<file path="config.mk">
export PLATFORM = sky130hd
export DESIGN_NAME = two_wire_command_port
export DESIGN_NICKNAME = d
export VERILOG_FILES = /design/src/verilog/two_wire_port_pkg.sv /design/src/verilog/pin_sync.sv /design/src/verilog/cfg_reg_array.sv /design/src/verilog/two_wire_command_port.sv
export VERILOG_INCLUDE_DIRS = /design/src /design/src/verilog
export SDC_FILE = /design/constraint.sdc
export NUM_CORES = 1
export LEC_CHECK = 0
export BUFFER_PORTS_ARGS = -buffer_cell sky130_fd_sc_hd__buf_2
export CAP_MARGIN = 15
export CORE_MARGIN = 2
export CORE_UTILIZATION = 32
export DETAILED_ROUTE_END_ITERATION = 8
export PLACE_DENSITY = 0.55
export SYNTH_ARGS = -nofsm -noshare
export SYNTH_HDL_FRONTEND = slang
export SYNTH_SLANG_ARGS = --single-unit
</file>
<file path="constraint.sdc">
create_clock -name clock_i -period 3.5 [get_ports clock_i]
set_clock_uncertainty 0.2 [all_clocks]
set_input_delay 0.525 -clock clock_i [delete_from_list [all_inputs] [get_ports clock_i]]
set_output_delay 0.525 -clock clock_i [all_outputs]
set_load 0.01 [all_outputs]
</file>
<file path="src/verilog/two_wire_port_regs.svh">
// Constants of the two-wire command port: commands, bus map, timing.
// Assumes inclusion by bare name from the package, compiled ahead of the design modules.
`ifndef TWO_WIRE_PORT_REGS_SVH
`define TWO_WIRE_PORT_REGS_SVH

// ----------------------------------------
// Serial frame layout.
// ----------------------------------------
`define FRAME_LAST    4'hf
`define HEAD_LAST     4'h7
`define LOW_RUN       6'h20
`define CMD_REINIT    16'h8d00
`define CMD_OFF       16'h8d02
`define CMD_CORE      16'hbd01
`define ADDR_W        6
`define DATA_W        8

// ----------------------------------------
// Register map on the AXI4-Lite slave.
// ----------------------------------------
`define AXI_AW        8
`define OFS_CTRL      8'h00
`define OFS_STATUS    8'h04
`define CTRL_RISE_BIT 0
`define CTRL_STOP_LSB 8
`define CTRL_RISE_RST 1'h1
`define CTRL_STOP_RST 7'h02
`define RESP_OKAY     2'h0
`define RESP_SLVERR   2'h2

// ----------------------------------------
// Timing: one millisecond in ns, clock period in ns.
// ----------------------------------------
`define MS_NS         1000000
`define CLK_NS        8
`define MS_CYCLES     (`MS_NS / `CLK_NS)
`define MS_DIV_W      17

`endif

</file>
<file path="src/verilog/two_wire_port_pkg.sv">
// Types shared by the two-wire command port modules.
// Assumes the constants header is on the include path.
`include "two_wire_port_regs.svh"

package two_wire_port_pkg;

	// Frame decoder states.
	typedef enum logic [2:0]
	{
		FR_IDLE  = 3'h0,
		FR_HEAD  = 3'h1,
		FR_WDATA = 3'h2,
		FR_RDATA = 3'h3,
		FR_TAIL  = 3'h4
	} frame_state_t;

	// Transmit engine modes.
	typedef enum logic
	{
		MD_SLEEP = 1'h0,
		MD_TX    = 1'h1
	} tx_mode_t;

	// One write into the register array.
	typedef struct packed
	{
		logic                 en;
		logic [`ADDR_W-1:0]   addr;
		logic [`DATA_W-1:0]   data;
	} rf_wr_t;

	// Synchronised levels and edges of the two pins.
	typedef struct packed
	{
		logic                 lvl;
		logic                 rise;
		logic                 fall;
	} pin_edges_t;

endpackage

</file>
<file path="src/verilog/pin_sync.sv">
// Two-flop synchronisers and edge finders for the serial pins.
// Assumes asynchronous pins and one fast system clock.
`timescale 1ns/100ps
`default_nettype none

module pin_sync
	import two_wire_port_pkg::*;
(
	input  wire logic       clock_i,
	input  wire logic       reset_n_i,
	input  wire logic [1:0] pin_i,
	output pin_edges_t      edge_o [2]
);

	// ----------------------------------------
	// One chain per pin.
	// ----------------------------------------
	genvar g;
	generate
		for (g = 0; g < 2; g = g + 1)
		begin : g_pin
			logic meta_ff;   // First stage, read only by the second.
			logic sync_ff;   // Settled level.
			logic prev_ff;   // Level one cycle ago, for edges.

			// Plain shift chain; edges compare the settled stages only.
			always_ff @(posedge clock_i or negedge reset_n_i)
			begin
				if (!reset_n_i)
				begin
					// Each chain resets to its pin's idle level: the clock line
					// idles high, so a low reset would fake a rise on release.
					meta_ff <= 1'(g);
					sync_ff <= 1'(g);
					prev_ff <= 1'(g);
				end
				else
				begin
					meta_ff <= pin_i[g];
					sync_ff <= meta_ff;
					prev_ff <= sync_ff;
				end
			end

			assign edge_o[g].lvl  = sync_ff;
			assign edge_o[g].rise = sync_ff & ~prev_ff;
			assign edge_o[g].fall = ~sync_ff & prev_ff;
		end
	endgenerate

endmodule // pin_sync

`default_nettype wire

</file>
<file path="src/verilog/cfg_reg_array.sv">
// Sixty-four byte configuration registers behind the serial port.
// Assumes one write per cycle and a synchronous clear from core reset.
`timescale 1ns/100ps
`default_nettype none

module cfg_reg_array
	import two_wire_port_pkg::*;
(
	input  wire logic               clock_i,
	input  wire logic               reset_n_i,
	input  wire logic               clear_i,
	input  wire rf_wr_t             wr_i,
	input  wire logic [`ADDR_W-1:0] rd_addr_i,
	output logic      [`DATA_W-1:0] rd_data_o
);

	logic [`DATA_W-1:0] mem_ff [64];   // The register bytes.

	// ----------------------------------------
	// One byte per entry.
	// ----------------------------------------
	genvar g;
	generate
		for (g = 0; g < 64; g = g + 1)
		begin : g_ent
			wire hit = wr_i.en & (wr_i.addr == 6'(g));   // Entry selected.

			// Clear wins: core reset leaves nothing half written.
			always_ff @(posedge clock_i or negedge reset_n_i)
			begin
				if (!reset_n_i)
					mem_ff[g] <= 8'h00;
				else if (clear_i)
					mem_ff[g] <= 8'h00;
				else if (hit)
					mem_ff[g] <= wr_i.data;
			end
		end
	endgenerate

	assign rd_data_o = mem_ff[rd_addr_i];

endmodule // cfg_reg_array

`default_nettype wire

</file>
<file path="src/verilog/two_wire_command_port.sv">
// Device end of the two-wire command and register port.
// Assumes a host that owns the serial clock; pins are asynchronous.
`timescale 1ns/100ps
`default_nettype none

module two_wire_command_port
	import two_wire_port_pkg::*;
#(
	parameter int MS_CYCLES = `MS_CYCLES   // Clocks per millisecond.
)
(
	input  wire logic              clock_i,
	input  wire logic              reset_n_i,
	input  wire logic              sclk_i,
	input  wire logic              sdat_i,
	output logic                   sdat_o,
	output logic                   sdat_oe_o,
	output logic                   tx_start_o,
	output logic                   core_reset_o,
	output logic                   sleep_o,
	input  wire logic [`AXI_AW-1:0] s_axi_awaddr,
	input  wire logic              s_axi_awvalid,
	output logic                   s_axi_awready,
	input  wire logic [31:0]       s_axi_wdata,
	input  wire logic [3:0]        s_axi_wstrb,
	input  wire logic              s_axi_wvalid,
	output logic                   s_axi_wready,
	output logic [1:0]             s_axi_bresp,
	output logic                   s_axi_bvalid,
	input  wire logic              s_axi_bready,
	input  wire logic [`AXI_AW-1:0] s_axi_araddr,
	input  wire logic              s_axi_arvalid,
	output logic                   s_axi_arready,
	output logic [31:0]            s_axi_rdata,
	output logic [1:0]             s_axi_rresp,
	output logic                   s_axi_rvalid,
	input  wire logic              s_axi_rready
);

	// ----------------------------------------
	// Pin synchronisers.
	// ----------------------------------------
	pin_edges_t pe [2];   // Index 0 data line, 1 clock line.

	pin_sync u_sync
	(
		.clock_i   (clock_i),
		.reset_n_i (reset_n_i),
		.pin_i     ({sclk_i, sdat_i}),
		.edge_o    (pe)
	);

	wire sclk_fall = pe[1].fall;   // Sample point of every bit.
	wire sclk_rise = pe[1].rise;   // Launch point of read bits.
	wire bit_in    = pe[0].lvl;    // Data level at the sample point.

	// ----------------------------------------
	// State.
	// ----------------------------------------
	frame_state_t       state_ff;     // Frame decoder state.
	logic [3:0]         cnt_ff;       // Bits taken so far in this frame.
	logic [15:0]        shift_ff;     // Incoming bits, first bit on top.
	logic [5:0]         zrun_ff;      // Run of low samples, saturating.
	logic               cand_ff;      // Frame follows a long low run.
	logic [7:0]         rd_sh_ff;     // Read data on its way out.
	logic               oe_ff;        // Data line driven by us.
	logic               dout_ff;      // Level we drive.
	logic               port_on_ff;   // Serial port accepts frames.
	logic               armed_ff;     // Data edges may start sending.
	tx_mode_t           mode_ff;      // Sleeping or sending.
	logic               start_ff;     // One-cycle start pulse.
	logic               core_ff;      // One-cycle core reset pulse.
	logic [16:0]        ms_div_ff;    // Millisecond divider.
	logic [6:0]         lo_ms_ff;     // Whole ms of low data line.
	logic               rise_cfg_ff;  // Start on rising data edge.
	logic [6:0]         stop_cfg_ff;  // Stop hold time in ms.
	logic               bvalid_ff;    // Write answer pending.
	logic [1:0]         bresp_ff;     // Write answer code.
	logic               rvalid_ff;    // Read answer pending.
	logic [1:0]         rresp_ff;     // Read answer code.
	logic [31:0]        rdata_ff;     // Read answer data.

	// ----------------------------------------
	// Frame decode terms.
	// ----------------------------------------
	wire long_low  = (zrun_ff == `LOW_RUN);
	wire [15:0] word = {shift_ff[14:0], bit_in};
	wire [7:0] head = word[7:0];
	wire head_end  = sclk_fall & (state_ff == FR_HEAD) & (cnt_ff == `HEAD_LAST);
	wire frame_end = sclk_fall & (state_ff == FR_WDATA) & (cnt_ff == `FRAME_LAST);
	wire is_read   = head[6] & port_on_ff & ~cand_ff;
	wire normal    = frame_end & ~cand_ff & port_on_ff;
	wire is_reinit = frame_end & cand_ff & (word == `CMD_REINIT);
	wire is_off    = normal & (word == `CMD_OFF);
	wire is_core   = normal & (word == `CMD_CORE);
	wire is_wr     = normal & ~word[14] & ~is_off & ~is_core;
	wire abort     = sclk_fall & long_low & ~bit_in & (state_ff != FR_IDLE);
	wire begin_ok  = port_on_ff | long_low;

	rf_wr_t       rf_wr;       // Register write from a write frame.
	logic [7:0]   rf_rdata;    // Addressed register contents.

	assign rf_wr.en   = is_wr;
	assign rf_wr.addr = word[13:8];
	assign rf_wr.data = word[7:0];

	cfg_reg_array u_regs
	(
		.clock_i   (clock_i),
		.reset_n_i (reset_n_i),
		.clear_i   (is_core),
		.wr_i      (rf_wr),
		.rd_addr_i (head[5:0]),
		.rd_data_o (rf_rdata)
	);

	// ----------------------------------------
	// Low-run counter, the port-reset preamble.
	// ----------------------------------------
	// Counts on falls only, so a stopped clock holds the run.
	always_ff @(posedge clock_i or negedge reset_n_i)
	begin
		if (!reset_n_i)
			zrun_ff <= 6'h00;
		else if (sclk_fall)
			zrun_ff <= bit_in ? 6'h00 : (long_low ? zrun_ff : zrun_ff + 6'h01);
	end

	// ----------------------------------------
	// Frame state machine, advanced on falls; the tail ends on a rise.
	// ----------------------------------------
	always_ff @(posedge clock_i or negedge reset_n_i)
	begin
		if (!reset_n_i)
		begin
			state_ff <= FR_IDLE;
			cnt_ff   <= 4'h0;
			shift_ff <= 16'h0000;
			cand_ff  <= 1'h0;
		end
		else if (abort)
			state_ff <= FR_IDLE;    // A long low run resynchronises.
		else if (sclk_fall)
		begin
			shift_ff <= word;
			cnt_ff   <= cnt_ff + 4'h1;
			unique case (state_ff)
				FR_IDLE:
				begin
					cnt_ff <= 4'h0;
					// A one starts a frame while the port is on or after a long low run; zeros are idle or preamble.
					if (bit_in & begin_ok)
					begin
						cnt_ff   <= 4'h1;       // The start bit is the first one taken.
						state_ff <= FR_HEAD;
						cand_ff  <= long_low;
					end
				end
				FR_HEAD:
					if (head_end)
						state_ff <= is_read ? FR_RDATA : FR_WDATA;
				FR_WDATA:
					if (frame_end)
						state_ff <= FR_IDLE;
				FR_RDATA:
					if (cnt_ff == `FRAME_LAST)
						state_ff <= FR_TAIL;
				FR_TAIL:
					cnt_ff <= cnt_ff;
			endcase
		end
		else if ((state_ff == FR_TAIL) & sclk_rise)
			state_ff <= FR_IDLE;
	end

	// ----------------------------------------
	// Read data driver, launched on rises.
	// ----------------------------------------
	// Drive starts at the rise after the eighth fall and stops at the
	// rise after the last, when the host has taken the final bit.
	always_ff @(posedge clock_i or negedge reset_n_i)
	begin
		if (!reset_n_i)
		begin
			rd_sh_ff <= 8'h00;
			oe_ff    <= 1'h0;
			dout_ff  <= 1'h0;
		end
		else if (head_end & is_read)
			rd_sh_ff <= rf_rdata;
		else if (sclk_rise & (state_ff == FR_RDATA))
		begin
			oe_ff    <= 1'h1;
			dout_ff  <= rd_sh_ff[7];
			rd_sh_ff <= {rd_sh_ff[6:0], 1'h0};
		end
		else if (state_ff != FR_RDATA & (sclk_rise | state_ff == FR_IDLE))
			oe_ff <= 1'h0;
	end

	assign sdat_o    = dout_ff;
	assign sdat_oe_o = oe_ff;

	// ----------------------------------------
	// Port enable and edge-start arming.
	// ----------------------------------------
	always_ff @(posedge clock_i or negedge reset_n_i)
	begin
		if (!reset_n_i)
		begin
			port_on_ff <= 1'h1;
			armed_ff   <= 1'h0;
		end
		else if (is_reinit)
		begin
			port_on_ff <= 1'h1;
			armed_ff   <= 1'h0;
		end
		else if (is_off)
		begin
			port_on_ff <= 1'h0;
			armed_ff   <= 1'h1;
		end
	end

	// ----------------------------------------
	// Millisecond divider, free running.
	// ----------------------------------------
	localparam logic [16:0] MS_LAST = 17'(MS_CYCLES - 1);
	wire ms_tick = (ms_div_ff == MS_LAST);

	always_ff @(posedge clock_i or negedge reset_n_i)
	begin
		if (!reset_n_i)
			ms_div_ff <= 17'h00000;
		else
			ms_div_ff <= ms_tick ? 17'h00000 : ms_div_ff + 17'h00001;
	end

	// ----------------------------------------
	// Transmit mode: edge start, stop on low hold.
	// ----------------------------------------
	wire start_edge = rise_cfg_ff ? pe[0].rise : pe[0].fall;
	wire go         = armed_ff & start_edge & (mode_ff == MD_SLEEP);
	wire stop_due   = ms_tick & ~bit_in & (lo_ms_ff + 7'h01 >= stop_cfg_ff);

	// The low timer counts whole ms; up to one ms of early slack is
	// traded for a single shared divider.
	always_ff @(posedge clock_i or negedge reset_n_i)
	begin
		if (!reset_n_i)
		begin
			mode_ff  <= MD_SLEEP;
			lo_ms_ff <= 7'h00;
			start_ff <= 1'h0;
			core_ff  <= 1'h0;
		end
		else
		begin
			start_ff <= go;
			core_ff  <= is_core;
			if (is_core)
				mode_ff <= MD_SLEEP;
			else if (go)
				mode_ff <= MD_TX;
			else if ((mode_ff == MD_TX) & stop_due)
				mode_ff <= MD_SLEEP;
			if (bit_in | (mode_ff == MD_SLEEP))
				lo_ms_ff <= 7'h00;
			else if (ms_tick)
				lo_ms_ff <= lo_ms_ff + 7'h01;
		end
	end

	assign tx_start_o   = start_ff;
	assign core_reset_o = core_ff;
	assign sleep_o      = (mode_ff == MD_SLEEP);

	// ----------------------------------------
	// AXI4-Lite slave: control and status words.
	// ----------------------------------------
	wire wr_go   = s_axi_awvalid & s_axi_wvalid & ~bvalid_ff;
	wire rd_go   = s_axi_arvalid & ~rvalid_ff;
	wire wr_ctrl = wr_go & (s_axi_awaddr == `OFS_CTRL);
	wire wr_map  = wr_ctrl | (s_axi_awaddr == `OFS_STATUS);
	wire [31:0] ctrl_word = {17'h0, stop_cfg_ff, 7'h0, rise_cfg_ff};
	wire [31:0] stat_word = {28'h0, sleep_o, mode_ff == MD_TX, armed_ff, port_on_ff};
	wire rd_ctrl = (s_axi_araddr == `OFS_CTRL);
	wire rd_stat = (s_axi_araddr == `OFS_STATUS);

	assign s_axi_awready = wr_go;
	assign s_axi_wready  = wr_go;
	assign s_axi_arready = ~rvalid_ff;

	// Control fields, written per byte lane.
	always_ff @(posedge clock_i or negedge reset_n_i)
	begin
		if (!reset_n_i)
		begin
			rise_cfg_ff <= `CTRL_RISE_RST;
			stop_cfg_ff <= `CTRL_STOP_RST;
		end
		else if (wr_ctrl)
		begin
			if (s_axi_wstrb[0])
				rise_cfg_ff <= s_axi_wdata[`CTRL_RISE_BIT];
			if (s_axi_wstrb[1])
				stop_cfg_ff <= s_axi_wdata[`CTRL_STOP_LSB +: 7];
		end
	end

	// Write and read answers; unmapped addresses get SLVERR.
	always_ff @(posedge clock_i or negedge reset_n_i)
	begin
		if (!reset_n_i)
		begin
			bvalid_ff <= 1'h0;
			bresp_ff  <= `RESP_OKAY;
			rvalid_ff <= 1'h0;
			rresp_ff  <= `RESP_OKAY;
			rdata_ff  <= 32'h0;
		end
		else
		begin
			if (wr_go)
			begin
				bvalid_ff <= 1'h1;
				bresp_ff  <= wr_map ? `RESP_OKAY : `RESP_SLVERR;
			end
			else if (s_axi_bready)
				bvalid_ff <= 1'h0;
			if (rd_go)
			begin
				rvalid_ff <= 1'h1;
				rresp_ff  <= (rd_ctrl | rd_stat) ? `RESP_OKAY : `RESP_SLVERR;
				rdata_ff  <= rd_ctrl ? ctrl_word : (rd_stat ? stat_word : 32'h0);
			end
			else if (s_axi_rready)
				rvalid_ff <= 1'h0;
		end
	end

	assign s_axi_bvalid = bvalid_ff;
	assign s_axi_bresp  = bresp_ff;
	assign s_axi_rvalid = rvalid_ff;
	assign s_axi_rresp  = rresp_ff;
	assign s_axi_rdata  = rdata_ff;
endmodule // two_wire_command_port

`default_nettype wire

</file>
After elaboration in Yosys (flattened, before gate mapping)

Index checks and enable logic that the tools add are counted.

Bits in latches: 0
ROM bits: 0
Memories kept: 0
Output and inout port bits: 46
RAM bits: 0
Bits of input ports: 61
Flip-flop bits (word level): 632

Eq/ne operators: 83
$lt $le $gt $ge: 2
Multiply operators: 0
Add/sub/neg operators: 4
Muxes and demuxes: 167
Shift-type cells: 0
Div/mod/pow operators: 0
Bitwise logic cells: 120
Reduce and logical (&&, ||, !) cells: 86

Operator list:

| cell                                                             | count |
|---|---|
| 8-bit two-way mux                                                | 132 |
| 6-bit == test (second input constant)                            | 33 |
| 2-bit nonzero test                                               | 70 |
| 1-bit AND                                                        | 100 |
| 6-bit by 5-bit == test with 1-bit output (second input constant) | 16 |
| 8-bit binary-select mux with 6-bit select                        | 1 |
| 16-bit == test (second input constant)                           | 3 |
| 6-bit by 4-bit == test with 1-bit output (second input constant) | 8 |
| 6-bit by 3-bit == test with 1-bit output (second input constant) | 4 |
| 3-bit two-way mux                                                | 7 |
| 17-bit by 1-bit adder with 17-bit output (second input constant) | 1 |
| 17-bit == test (second input constant)                           | 1 |
| 17-bit two-way mux                                               | 1 |
| 8-bit by 3-bit == test with 1-bit output (second input constant) | 2 |
| 8-bit logical NOT                                                | 2 |
| 1-bit two-way mux                                                | 16 |
| 4-bit != test (second input constant)                            | 4 |
| 15-bit two-way mux                                               | 1 |
| 7-bit two-way mux                                                | 2 |
| 1-bit inverter                                                   | 14 |
| 6-bit by 2-bit == test with 1-bit output (second input constant) | 2 |
| 6-bit two-way mux                                                | 2 |
| 3-bit one-hot mux with 4 select lines                            | 1 |
| 2-bit AND reduction                                              | 6 |
| other kinds (25)                                                 | 33 |

Logic depth before layout (Yosys ltp)

Gate-level depths: netlist (run 1).

Depth after elaboration: 13
Depth in mapped cells: 11
Depth with buffers taken out: 8

Hierarchy

From an unflattened synthesis (run 1), not the netlist that was laid out.

Cell total of the unflattened synthesis: 2972
Area, all modules: 30389.1 µm²

Modules (own cells, without submodules):

| module                | cells an instance | seq. area each (µm²) | area each (µm²) | instances |
|---|---|---|---|---|
| cfg_reg_array         | 2505              | 12812.3              | 25497.0         | 1 |
| two_wire_command_port | 455               | 2280.9               | 4688.2          | 1 |
| pin_sync              | 12                | 153.9                | 203.9           | 1 |

Worst setup path after synthesis (run 1)

No wires, ideal clock.

Path type: reg-to-reg
From: register u_sync.g_pin[0].sync_ff
To: register rd_sh_ff[5]
Library setup time: 141 ps
Slack: 995 ps
Arrival: 2163 ps
Data required time: 3159 ps
Stages on the path, launching flop included: 9
Cell sequence: dfrtp_1 > buf_2 > buf_2 > buf_2 > mux4_2 > mux2i_1 > nor2_1 > o2111ai_1 > o221ai_1

Word-level cells in the longest chain between the ends: 5

Ends and longest elaborated chain:

| element                                                | RTL line                     | RTL |
|---|---|---|
| from (decl)                                            | pin_sync.sv:23               | `logic sync_ff;` |
| from (signal assigned)                                 | pin_sync.sv:34               | `sync_ff <= 1'(g);` |
| from (signal assigned)                                 | pin_sync.sv:40               | `sync_ff <= meta_ff;` |
| 6-bit inverter with 7-bit output (implied by the code) | cfg_reg_array.sv:41          | `assign rd_data_o = mem_ff[rd_addr_i];` |
| 8-bit binary-select mux with 6-bit select              | cfg_reg_array.sv:41          |  |
| 8-bit two-way mux (implied by the code) (2 in a row)   | cfg_reg_array.sv:41          |  |
| 8-bit two-way mux                                      | two_wire_command_port.sv:189 | `else if (head_end & is_read)` |
| to (signal assigned)                                   | two_wire_command_port.sv:190 | `rd_sh_ff <= rf_rdata;` |
| to (signal assigned)                                   | two_wire_command_port.sv:195 | `rd_sh_ff <= {rd_sh_ff[6:0], 1'h0};` |
| to (decl)                                              | two_wire_command_port.sv:65  | `logic [7:0] rd_sh_ff;` |

Every way passes these cells. The select of a mux whose other input is x is not followed.
A chain may end at the register's enable or synchronous reset.

Worst setup path after layout (run 1)

From: register cnt_ff[0]
To: register u_regs.mem_ff[8] in the netlist's numbering

Word-level cells in the longest chain between the ends: 10

Ends and longest elaborated chain:

| element                         | RTL line                     | RTL |
|---|---|---|
| from (decl)                     | two_wire_command_port.sv:61  | `logic [3:0] cnt_ff;` |
| from (signal assigned)          | two_wire_command_port.sv:146 | `cnt_ff <= cnt_ff + 4'h1;` |
| from (signal assigned)          | two_wire_command_port.sv:169 | `cnt_ff <= cnt_ff;` |
| 4-bit == test (no line) (*)     | --                           |  |
| 1-bit AND (*)                   | two_wire_command_port.sv:90  | `` wire frame_end = sclk_fall & (state_ff == FR_WDATA) & (cnt_ff == `FRAME_LAST); `` |
| 1-bit AND (*) (2 in a row)      | two_wire_command_port.sv:92  | `wire normal = frame_end & ~cand_ff & port_on_ff;` |
| 1-bit AND                       | two_wire_command_port.sv:94  | `` wire is_off = normal & (word == `CMD_OFF); `` |
| 1-bit inverter                  | two_wire_command_port.sv:96  | `wire is_wr = normal & ~word[14] & ~is_off & ~is_core;` |
| 1-bit AND (2 in a row)          | two_wire_command_port.sv:96  |  |
| 1-bit AND                       | cfg_reg_array.sv:26          | `wire hit = wr_i.en & (wr_i.addr == 6'(g));` |
| 2-bit nonzero test (no line)    | --                           |  |
| to (signal, indexed assignment) | cfg_reg_array.sv:36          | `mem_ff[g] <= wr_i.data;` |
| to (decl)                       | cfg_reg_array.sv:17          | `` logic [`DATA_W-1:0] mem_ff [64]; `` |

Mark *: on every way between the ends. The rest lies on a longest branch, timed or not.

==> results.yml, run 1 <==
run_status:
  status: "finished clean"
die:
  die_w_um: 305
  core-area_um2: 89700
  io_pins: 107
  start_util_pct: 32.2
  rows: 110
  die_y_um: 305
  fp.dieArea_um2: 92800
flow_run:
  maxCapViolCount: 0
setup_path:
  worstSetupPathType: "reg -> reg"
  cp.required_ps: 3820
  critPathLaunchType: "register"
  critPathMaxFanout: 15
  crit_path_end_kind: "register"
  crit_arrival_ps: 3500
clock_tree:
  clk_pin_slew_worst_paths_ps: 60
  cts.repair.resized: 0
  clk_latency_ps: 610
  cts_hold_buffers: 13
  cts_root_buf: "clkbuf_16"
  htreeDepth: 3
  numCtsBuffers: 69
  postCtsSetupBuffers: 0
  clock-sinks: 609
  cts_tree: "yes"
  cts_max_path_buffers: 3
finish:
  final_area_um2: 33200
  nets: 2781
  stdcell_count: 3936
  layout_commonest_cell: "dfrtp_1"
  final.fill_count: 8791
  fin_util_pct: 37.0
  drive_gt1_share_pct: 18.7
  final_cell_mix: "dfrtp_1, nand2_1, a22o_1, o21ai_0, mux4_2"
  areaGrowthSynthToFinish_pct: 14.7
  num_antenna_cells: 0
yosys:
  ys_seq_elements: 609
  yosys.area_share.simple_pct: 13.6
  ys_top_cells_by_area: "dfrtp_1, mux4_2, nand2_1, a22o_1, o21ai_0"
  yosysUniqueCellTypes: 68
  ys.warnings.count: 0
  synthXorXnorAreaFrac_pct: 0.909
  avgSynthCellArea_um2: 10.8
  synth_edf_count: 0
  synthAdderAreaFrac_pct: 0.519
  synth_top_area_share_pct: 52.2
  synth_top_family_by_area: "compound AO/OA/AOI/OAI gates"
  synth-seq-area-share_pct: 52.7
  synth-main-ff-cell: "dfrtp_1"
  ys_async_sr_fraction_pct: 100
  synthMuxAreaShare_pct: 12.5
  synth_top_area_cell: "dfrtp_1"
  syn_area_um2: 28900
  syn_inst: 2670
  synth_compound_area_share_pct: 15.6
timing:
  relSlewSlack_pct: 29.1
  period_needed_ps: 3180
  rsz0062_at_grt: "no"
  fin_crit_sh_pct: 90.9
  drv_slew: 0
  setup_viol: 0
  clock.fmax_ghz: 0.314
  hold_viol_final: 0
  finalSetupTns_ps: 0
  setup_ws_ps: 317
  tightestPinTransition_ps: 1060
drt:
  wl_per_cell_um: 20.1
  routed_wl_mm: 79.0
  ant_nets: 0
  drcViolationCount: 0
  vias: 20800
  vias_per_cell: 5.28
  drtPass1Iterations: 7
  drt-initial-drc-count: 1728
placed_design:
  place_area_um2: 30600
  gp_congestion: 0.840
  dp_hpwl_mm: 49.9
  place_inst: 3800
  numPortBuffers: 57
  dp_slack_ps: 323
min_path:
  hp-class: "in -> reg"
grt:
  grt_pass1_vias: 20600
  antenna_found_initial: 0
  grt_overflow: 0
  track_usage_pct: 17.1
  grt_pass1_wl_mm: 126
  grt_max_degree: 135
pwr:
  ir_drop_mv: 0.447
  pwr_density_cell_nw_per_um2: 528
  power_leakage_nw: 14.4
where the power goes:
part           internal, mW  total (mW)  switching [mW]
clock network          4.69        7.72            3.02
registers              7.15        7.33           0.175
logic                 0.602        2.47            1.86
total                  12.4        17.5            5.06
registers in the layout (all words and copies together) (netlist names), 2 cells and up:
register / flops
stop_cfg_ff: 7
u_sync.g_pin.meta_ff: 2
state_ff: 3
s_axi_rdata: 11
cnt_ff: 4
u_sync.g_pin.sync_ff: 2
zrun_ff: 6
lo_ms_ff: 7
u_sync.g_pin.prev_ff: 2
shift_ff: 15
rd_sh_ff: 8
u_regs.mem_ff: 512
ms_div_ff: 17
metal layers:
layer	GRT usage (%)	up-vias	wire (um)
li1	-	9594	-
met1	24.9	10500	36900
met2	26.1	596	35600
met3	2.64	114	4370
met4	5.20	0	2110
met5	0	-	0
per-stage QoR:
step	hold WS, ps	total power, mW
final	38.7	17.5
after global routing	37.0	18.1
after CTS	3.08	17.7
after detailed placement	140	9.90
after global placement	140	9.90
after floorplan	29.4	8.83
cell type report:
| cell class | count | area [um^2] | share of cell area [%] |
|---|---|---|---|
| Clock inverter | 26 | 385 | 1.16 |
| Multi-Input combinational cell | 1841 | 12600 | 37.9 |
| Clock buffer | 97 | 2010 | 6.07 |
| Inverter | 16 | 60.1 | 0.181 |
| Sequential cell | 609 | 15300 | 46.0 |
| Timing Repair Buffer | 171 | 1400 | 4.21 |
| Tap cell | 1176 | 1470 | 4.44 |
path summary, 6_finish.rpt:
path / start / endpoint / slack (ps) / cells after the start
max in group asynchronous: reset_n_i / u_regs.mem_ff[121] / 1860 / 3
min in group asynchronous: reset_n_i / u_regs.mem_ff[371] / 360 / 2
worst max register to register: cnt_ff[0] / u_regs.mem_ff[8] / 320 / 8
worst max-delay path: cnt_ff[0] / u_regs.mem_ff[8] / 320 / 8
worst min-delay path: s_axi_awaddr[1] / s_axi_bresp[1] / 40 / 3
worst min register to register: u_sync.g_pin[1].meta_ff / u_sync.g_pin[1].sync_ff / 160 / 0
cells by family (layout without fill, tap and decap cells):
group                    after synthesis  in the layout
AND/OR/NAND/NOR                      892            892
adder cells (fa/ha/maj)               12             12
XOR/XNOR                              30             30
flip-flops                           609            609
AO/OA/AOI/OAI                        664            664
other                                  1             23
multiplexers                         220            220
buffers and inverters                242            310
Yosys cell counts, types with 17 or more instances:
cell        n
a22o_1    232
o21ai_2    30
clkbuf_1  105
mux4_2    109
nand4_1    17
a21oi_1    73
o21ai_1    50
nor2_1    106
nand3_1    52
xor2_1     21
o21ai_0   203
mux2i_1    79
nor2_2     38
buf_4      31
buf_1      23
nand2_1   583
dfrtp_1   603
buf_2      54
mux2_2     32
worst max-delay path, stage by stage (launching register included):
cell	delay (ps)
dfrtp_1	400
ha_1	190
nand2_1	160
or4_1	560
a211o_1	480
buf_4	300
nor2_2	510
nand2_1	130
a21oi_1	160
Note: power is estimated with default switching activity, not from simulation.
==> run 2, diff against run 1 <==
--- a/config.mk
+++ b/config.mk
@@ -11,7 +11,7 @@
 export CORE_MARGIN = 2
 export CORE_UTILIZATION = 32
 export DETAILED_ROUTE_END_ITERATION = 8
-export PLACE_DENSITY = 0.55
+export PLACE_DENSITY_LB_ADDON = 0.12
 export SYNTH_ARGS = -nofsm -noshare
 export SYNTH_HDL_FRONTEND = slang
 export SYNTH_SLANG_ARGS = --single-unit
==> results.yml, run 2 (synthesis gave the netlist of run 1 again) <==
min_path:
  hp-class: "in -> reg"
  holdPathStages: 3
  worstHoldStart: "s_axi_araddr[2]"
clock_tree:
  postCtsSetupBuffers: 0
  cts.repair.resized: 0
  clock-sinks: 609
  cts_max_path_buffers: 3
  numCtsBuffers: 72
  clk_pin_slew_worst_paths_ps: 60
  cts_root_buf: "clkbuf_16"
  clk_latency_ps: 620
  htreeDepth: 3
  cts_hold_buffers: 17
  cts_tree: "yes"
timing:
  tightestPinTransition_ps: 1050
  whs_ps: 40.3
  finalSetupTns_ps: 0
  hold_viol_final: 0
  relSlewSlack_pct: 29.7
  setup_viol: 0
  clock.fmax_ghz: 0.312
  drv_slew: 0
  setup_ws_ps: 293
  period_needed_ps: 3210
  fin_crit_sh_pct: 91.6
  rsz0062_at_grt: "no"
drt:
  vias_per_cell: 5.31
  drt-initial-drc-count: 1701
  drtPass1Iterations: 5
  vias: 21000
  drcViolationCount: 0
  routed_wl_mm: 85.7
  ant_nets: 0
  wl_per_cell_um: 21.7
setup_path:
  cp_cell_sequence: "ha_1 -> nand2_1 -> or4_1 -> a211o_1 -> nor2_1 -> o21ai_0"
  crit_family: "simple AND/OR/NAND/NOR gates"
  rr_startpoint: "cnt_ff[0]"
  r2r_cells: 6
  critPathLaunchType: "register"
  critPathMaxFanout: 15
  crit_slowest_cell: "nor2_1"
  r2r_end: "u_regs.mem_ff[117]"
  max_stage_delay_ps: 820
  path_buf_inv: 0
  endpoint: "u_regs.mem_ff[117]"
  cp.required_ps: 3740
  worstSetupPathType: "reg -> reg"
  crit_start: "cnt_ff[0]"
  cp.depth: 6
  crit_path_end_kind: "register"
  reg2reg_slack_ps: 290
  crit_arrival_ps: 3450
pwr:
  p_int_mw: 12.3
  share_comb_of_total_power_pct: 14.7
  ir_drop_mv: 0.399
  pwr_density_cell_nw_per_um2: 527
  p_sw_mw: 5.20
  power_leakage_nw: 14.5
  design_power_total_mw: 17.5
  power_switching_share_pct: 29.6
  power_frac_seq_pct: 41.8
  clkPwrFrac_pct: 43.5
placed_design:
  gp_congestion: 0.828
  place_inst: 3810
  dp_hpwl_mm: 54.5
  numPortBuffers: 57
  dp_slack_ps: 329
die:
  fp.dieArea_um2: 92800
  start_util_pct: 32.2
  die_w_um: 305
  io_pins: 107
  core-area_um2: 89700
  die_y_um: 305
  rows: 110
finish:
  num_antenna_cells: 0
  final.fill_count: 8751
  stdcell_count: 3955
  layout_commonest_cell: "dfrtp_1"
  areaGrowthSynthToFinish_pct: 15.1
  reg_top3: "u_regs.mem_ff: 512 flops, ms_div_ff: 17 flops, shift_ff: 15 flops"
  final_cell_mix: "dfrtp_1, nand2_1, a22o_1, o21ai_0, mux4_2"
  top_register: "u_regs.mem_ff"
  drive_gt1_share_pct: 18.8
  nets: 2798
  largest_reg_flops: 512
flow_run:
  maxCapViolCount: 0
grt:
  grt_pass1_wl_mm: 133
  grt_pass1_vias: 21300
  track_usage_pct: 18.4
  grt_max_degree: 95
  grt_overflow: 0
  antenna_found_initial: 1
run_status:
  status: "finished clean"
-- run 2: how the worst min path moves through the flow --
stage | to | slack [ps]
floorplan | armed_ff | 30
global placement | u_sync.g_pin[0].sync_ff | 140
detailed placement | u_sync.g_pin[0].sync_ff | 140
CTS | s_axi_rdata[3] | 6
global route | s_axi_rdata[3] | 30
finish | s_axi_rdata[3] | 40
-- run 2: metrics by stage --
stage | util [%] | area, um^2
after floorplan | - | 29000
after global placement | 34.3 | 30700
after detailed placement | 34.3 | 30700
after CTS | 37.1 | 33300
after global routing | 37.1 | 33300
final | 37.1 | 33300
-- run 2: area by class of cell --
class | count | area (um^2) | area share [%]
clock buffers | 109 | 2130 | 6.41
clock inverters | 19 | 239 | 0.718
flip-flops and latches | 609 | 15300 | 45.9
inverters | 16 | 60.1 | 0.180
well taps | 1176 | 1470 | 4.42
multi-input cells | 1841 | 12600 | 37.7
repair buffers | 185 | 1550 | 4.65
-- run 2: power groups by stage --
stage                     registers (mW)  clock network, mW  logic, mW
final                               7.33               7.62       2.58
after global routing                7.35               8.15       2.74
after CTS                           7.32               7.83       2.59
after detailed placement            7.45                  0       2.57
after global placement              7.45                  0       2.54
after floorplan                     7.33                  0       1.50
-- run 2: tightest hold or removal path, delay by kind of cell --
| kind | cells | cell delay (ps) |
|---|---|---|
| AND/OR/NAND/NOR | 1 | 90 |
| buffers and inverters | 1 | 120 |
| AO/OA/AOI/OAI | 1 | 70 |
-- run 2: layer usage --
layer / wire length, um / track usage, % / part of all wire (%) / vias to the layer above
li1: - / - / - / 9605
met1: 39300 / 25.9 / 46 / 10700
met2: 40000 / 29.0 / 47 / 527
met3: 4370 / 3.31 / 5.1 / 115
met4: 2020 / 5.41 / 2.4 / 2
met5: 13 / 0 / 0.015 / -
==> run 3, diff against run 2 <==
--- a/config.mk
+++ b/config.mk
@@ -11,6 +11,7 @@
 export CORE_MARGIN = 2
 export CORE_UTILIZATION = 32
 export DETAILED_ROUTE_END_ITERATION = 8
+export HOLD_SLACK_MARGIN = 0.1
 export PLACE_DENSITY_LB_ADDON = 0.12
 export SYNTH_ARGS = -nofsm -noshare
 export SYNTH_HDL_FRONTEND = slang
==> results.yml, run 3 (synthesis gave the netlist of run 1 again) <==
run_status:
  status: "finished clean"
finish:
  multi_input_area_um2: 12600
  drive_gt1_share_pct: 18.8
  final.fill_count: 8744
  layout_commonest_cell: "dfrtp_1"
  nets: 2803
  top_register: "u_regs.mem_ff"
  largest_reg_flops: 512
  areaGrowthSynthToFinish_pct: 15.3
  num_antenna_cells: 0
  reg_top3: "u_regs.mem_ff: 512 flops, ms_div_ff: 17 flops, shift_ff: 15 flops"
  seqCellArea_um2: 15300
  final_cell_mix: "dfrtp_1, nand2_1, a22o_1, o21ai_0, mux4_2"
grt:
  antenna_found_initial: 1
  track_usage_pct: 18.4
  grt_max_degree: 95
  grt_pass1_vias: 21400
  grt_pass1_wl_mm: 133
  grt_overflow: 0
timing:
  hold_viol_final: 0
  tightestPinTransition_ps: 1050
  finalSetupTns_ps: 0
  fin_crit_sh_pct: 91.8
  period_needed_ps: 3210
  drv_slew: 0
  setup_viol: 0
  relSlewSlack_pct: 29.9
  clock.fmax_ghz: 0.311
  rsz0062_at_grt: "no"
  setup_ws_ps: 288
setup_path:
  reg2reg_slack_ps: 290
  crit_arrival_ps: 3460
  endpoint: "u_regs.mem_ff[117]"
  rr_startpoint: "cnt_ff[0]"
  r2r_end: "u_regs.mem_ff[117]"
  worstSetupPathType: "reg -> reg"
  cp.required_ps: 3750
  critPathMaxFanout: 15
  crit_path_end_kind: "register"
  critPathLaunchType: "register"
  crit_start: "cnt_ff[0]"
  r2r_cells: 6
drt:
  routed_wl_mm: 85.8
  wl_met2_mm: 40.1
  wl_met3_mm: 4.16
  ant_nets: 0
  vias_per_cell: 5.32
  met1_length_mm: 39.5
  top_layer: "met5"
  drcViolationCount: 0
  wl_per_cell_um: 21.7
  vias: 21100
  drt-initial-drc-count: 1625
  drtPass1Iterations: 5
pwr:
  pwr_density_cell_nw_per_um2: 526
  power_leakage_nw: 14.5
  design_power_total_mw: 17.5
  ir_drop_mv: 0.396
die:
  die_y_um: 305
  rows: 110
  core-area_um2: 89700
  io_pins: 107
  start_util_pct: 32.2
  fp.dieArea_um2: 92800
  die_w_um: 305
clock_tree:
  clock-sinks: 609
  postCtsSetupBuffers: 0
  cts_tree: "yes"
  cts_max_path_buffers: 3
  clk_latency_ps: 620
  cts_root_buf: "clkbuf_16"
  htreeDepth: 3
  numCtsBuffers: 72
  clk_pin_slew_worst_paths_ps: 60
flow_run:
  maxCapViolCount: 0
placed_design:
  numPortBuffers: 57
  dp_slack_ps: 329
  gp_congestion: 0.828
  dp_hpwl_mm: 54.5
min_path:
  hp-class: "reg -> reg"
==> run 3: metrics by stage <==
step	utilization (%)	hold slack (ps)	instance area [um^2]	cells
floorplan	-	29.4	29000	2692
global placement	34.3	140	30700	3810
detailed placement	34.3	136	30700	3810
CTS	37.2	149	33300	3960
global route	37.2	168	33300	3960
finish	37.2	146	33300	3960
==> run 3: cell type report <==
class,instances,area share (%)
clock buffer,109,6.40
inverter,16,0.180
sequential,609,45.8
clock inverter,19,0.717
timing repair buffer,190,4.80
tap,1176,4.41
multi-input combinational,1841,37.7
==> run 3: layer usage <==
layer | track usage, % | vias to the layer above
met4 | 5.41 | 2
li1 | - | 9620
met3 | 3.30 | 117
met5 | 0 | -
met1 | 25.9 | 10800
met2 | 29.1 | 501
==> run 3: timing repair <==
action                                 CTS  global route
resized for setup                        0             0
hold buffers                            22             0
endpoints found under the hold margin   76             0
setup endpoints to repair                0             0
==> run 3: report_power, final <==
part           switching [mW]  internal, mW  leakage, nW
registers               0.178          7.15         8.43
logic                    1.97         0.623         4.89
clock network            3.05          4.57         1.17
total                    5.20          12.3         14.5
==> run 3: critical path, cell delays in order, from the launching register on <==
cell     delay [ps]
dfrtp_1         390
ha_1            190
nand2_1         190
or4_1           560
a211o_1         410
nor2_1          830
o21ai_0         260
==> run 3: how the worst min path moves through the flow <==
| stage | startpoint | end | slack (ps) | depth (start not counted) |
|---|---|---|---|---|
| global placement | u_sync.g_pin[0].meta_ff | u_sync.g_pin[0].sync_ff | 140 | 0 |
| finish | u_sync.g_pin[0].meta_ff | u_sync.g_pin[0].sync_ff | 150 | 0 |
| floorplan | reset_n_i | armed_ff | 30 | 0 |
| detailed placement | u_sync.g_pin[0].meta_ff | u_sync.g_pin[0].sync_ff | 140 | 0 |
| CTS | u_sync.g_pin[0].meta_ff | u_sync.g_pin[0].sync_ff | 150 | 0 |
| global route | u_sync.g_pin[0].meta_ff | u_sync.g_pin[0].sync_ff | 170 | 0 |
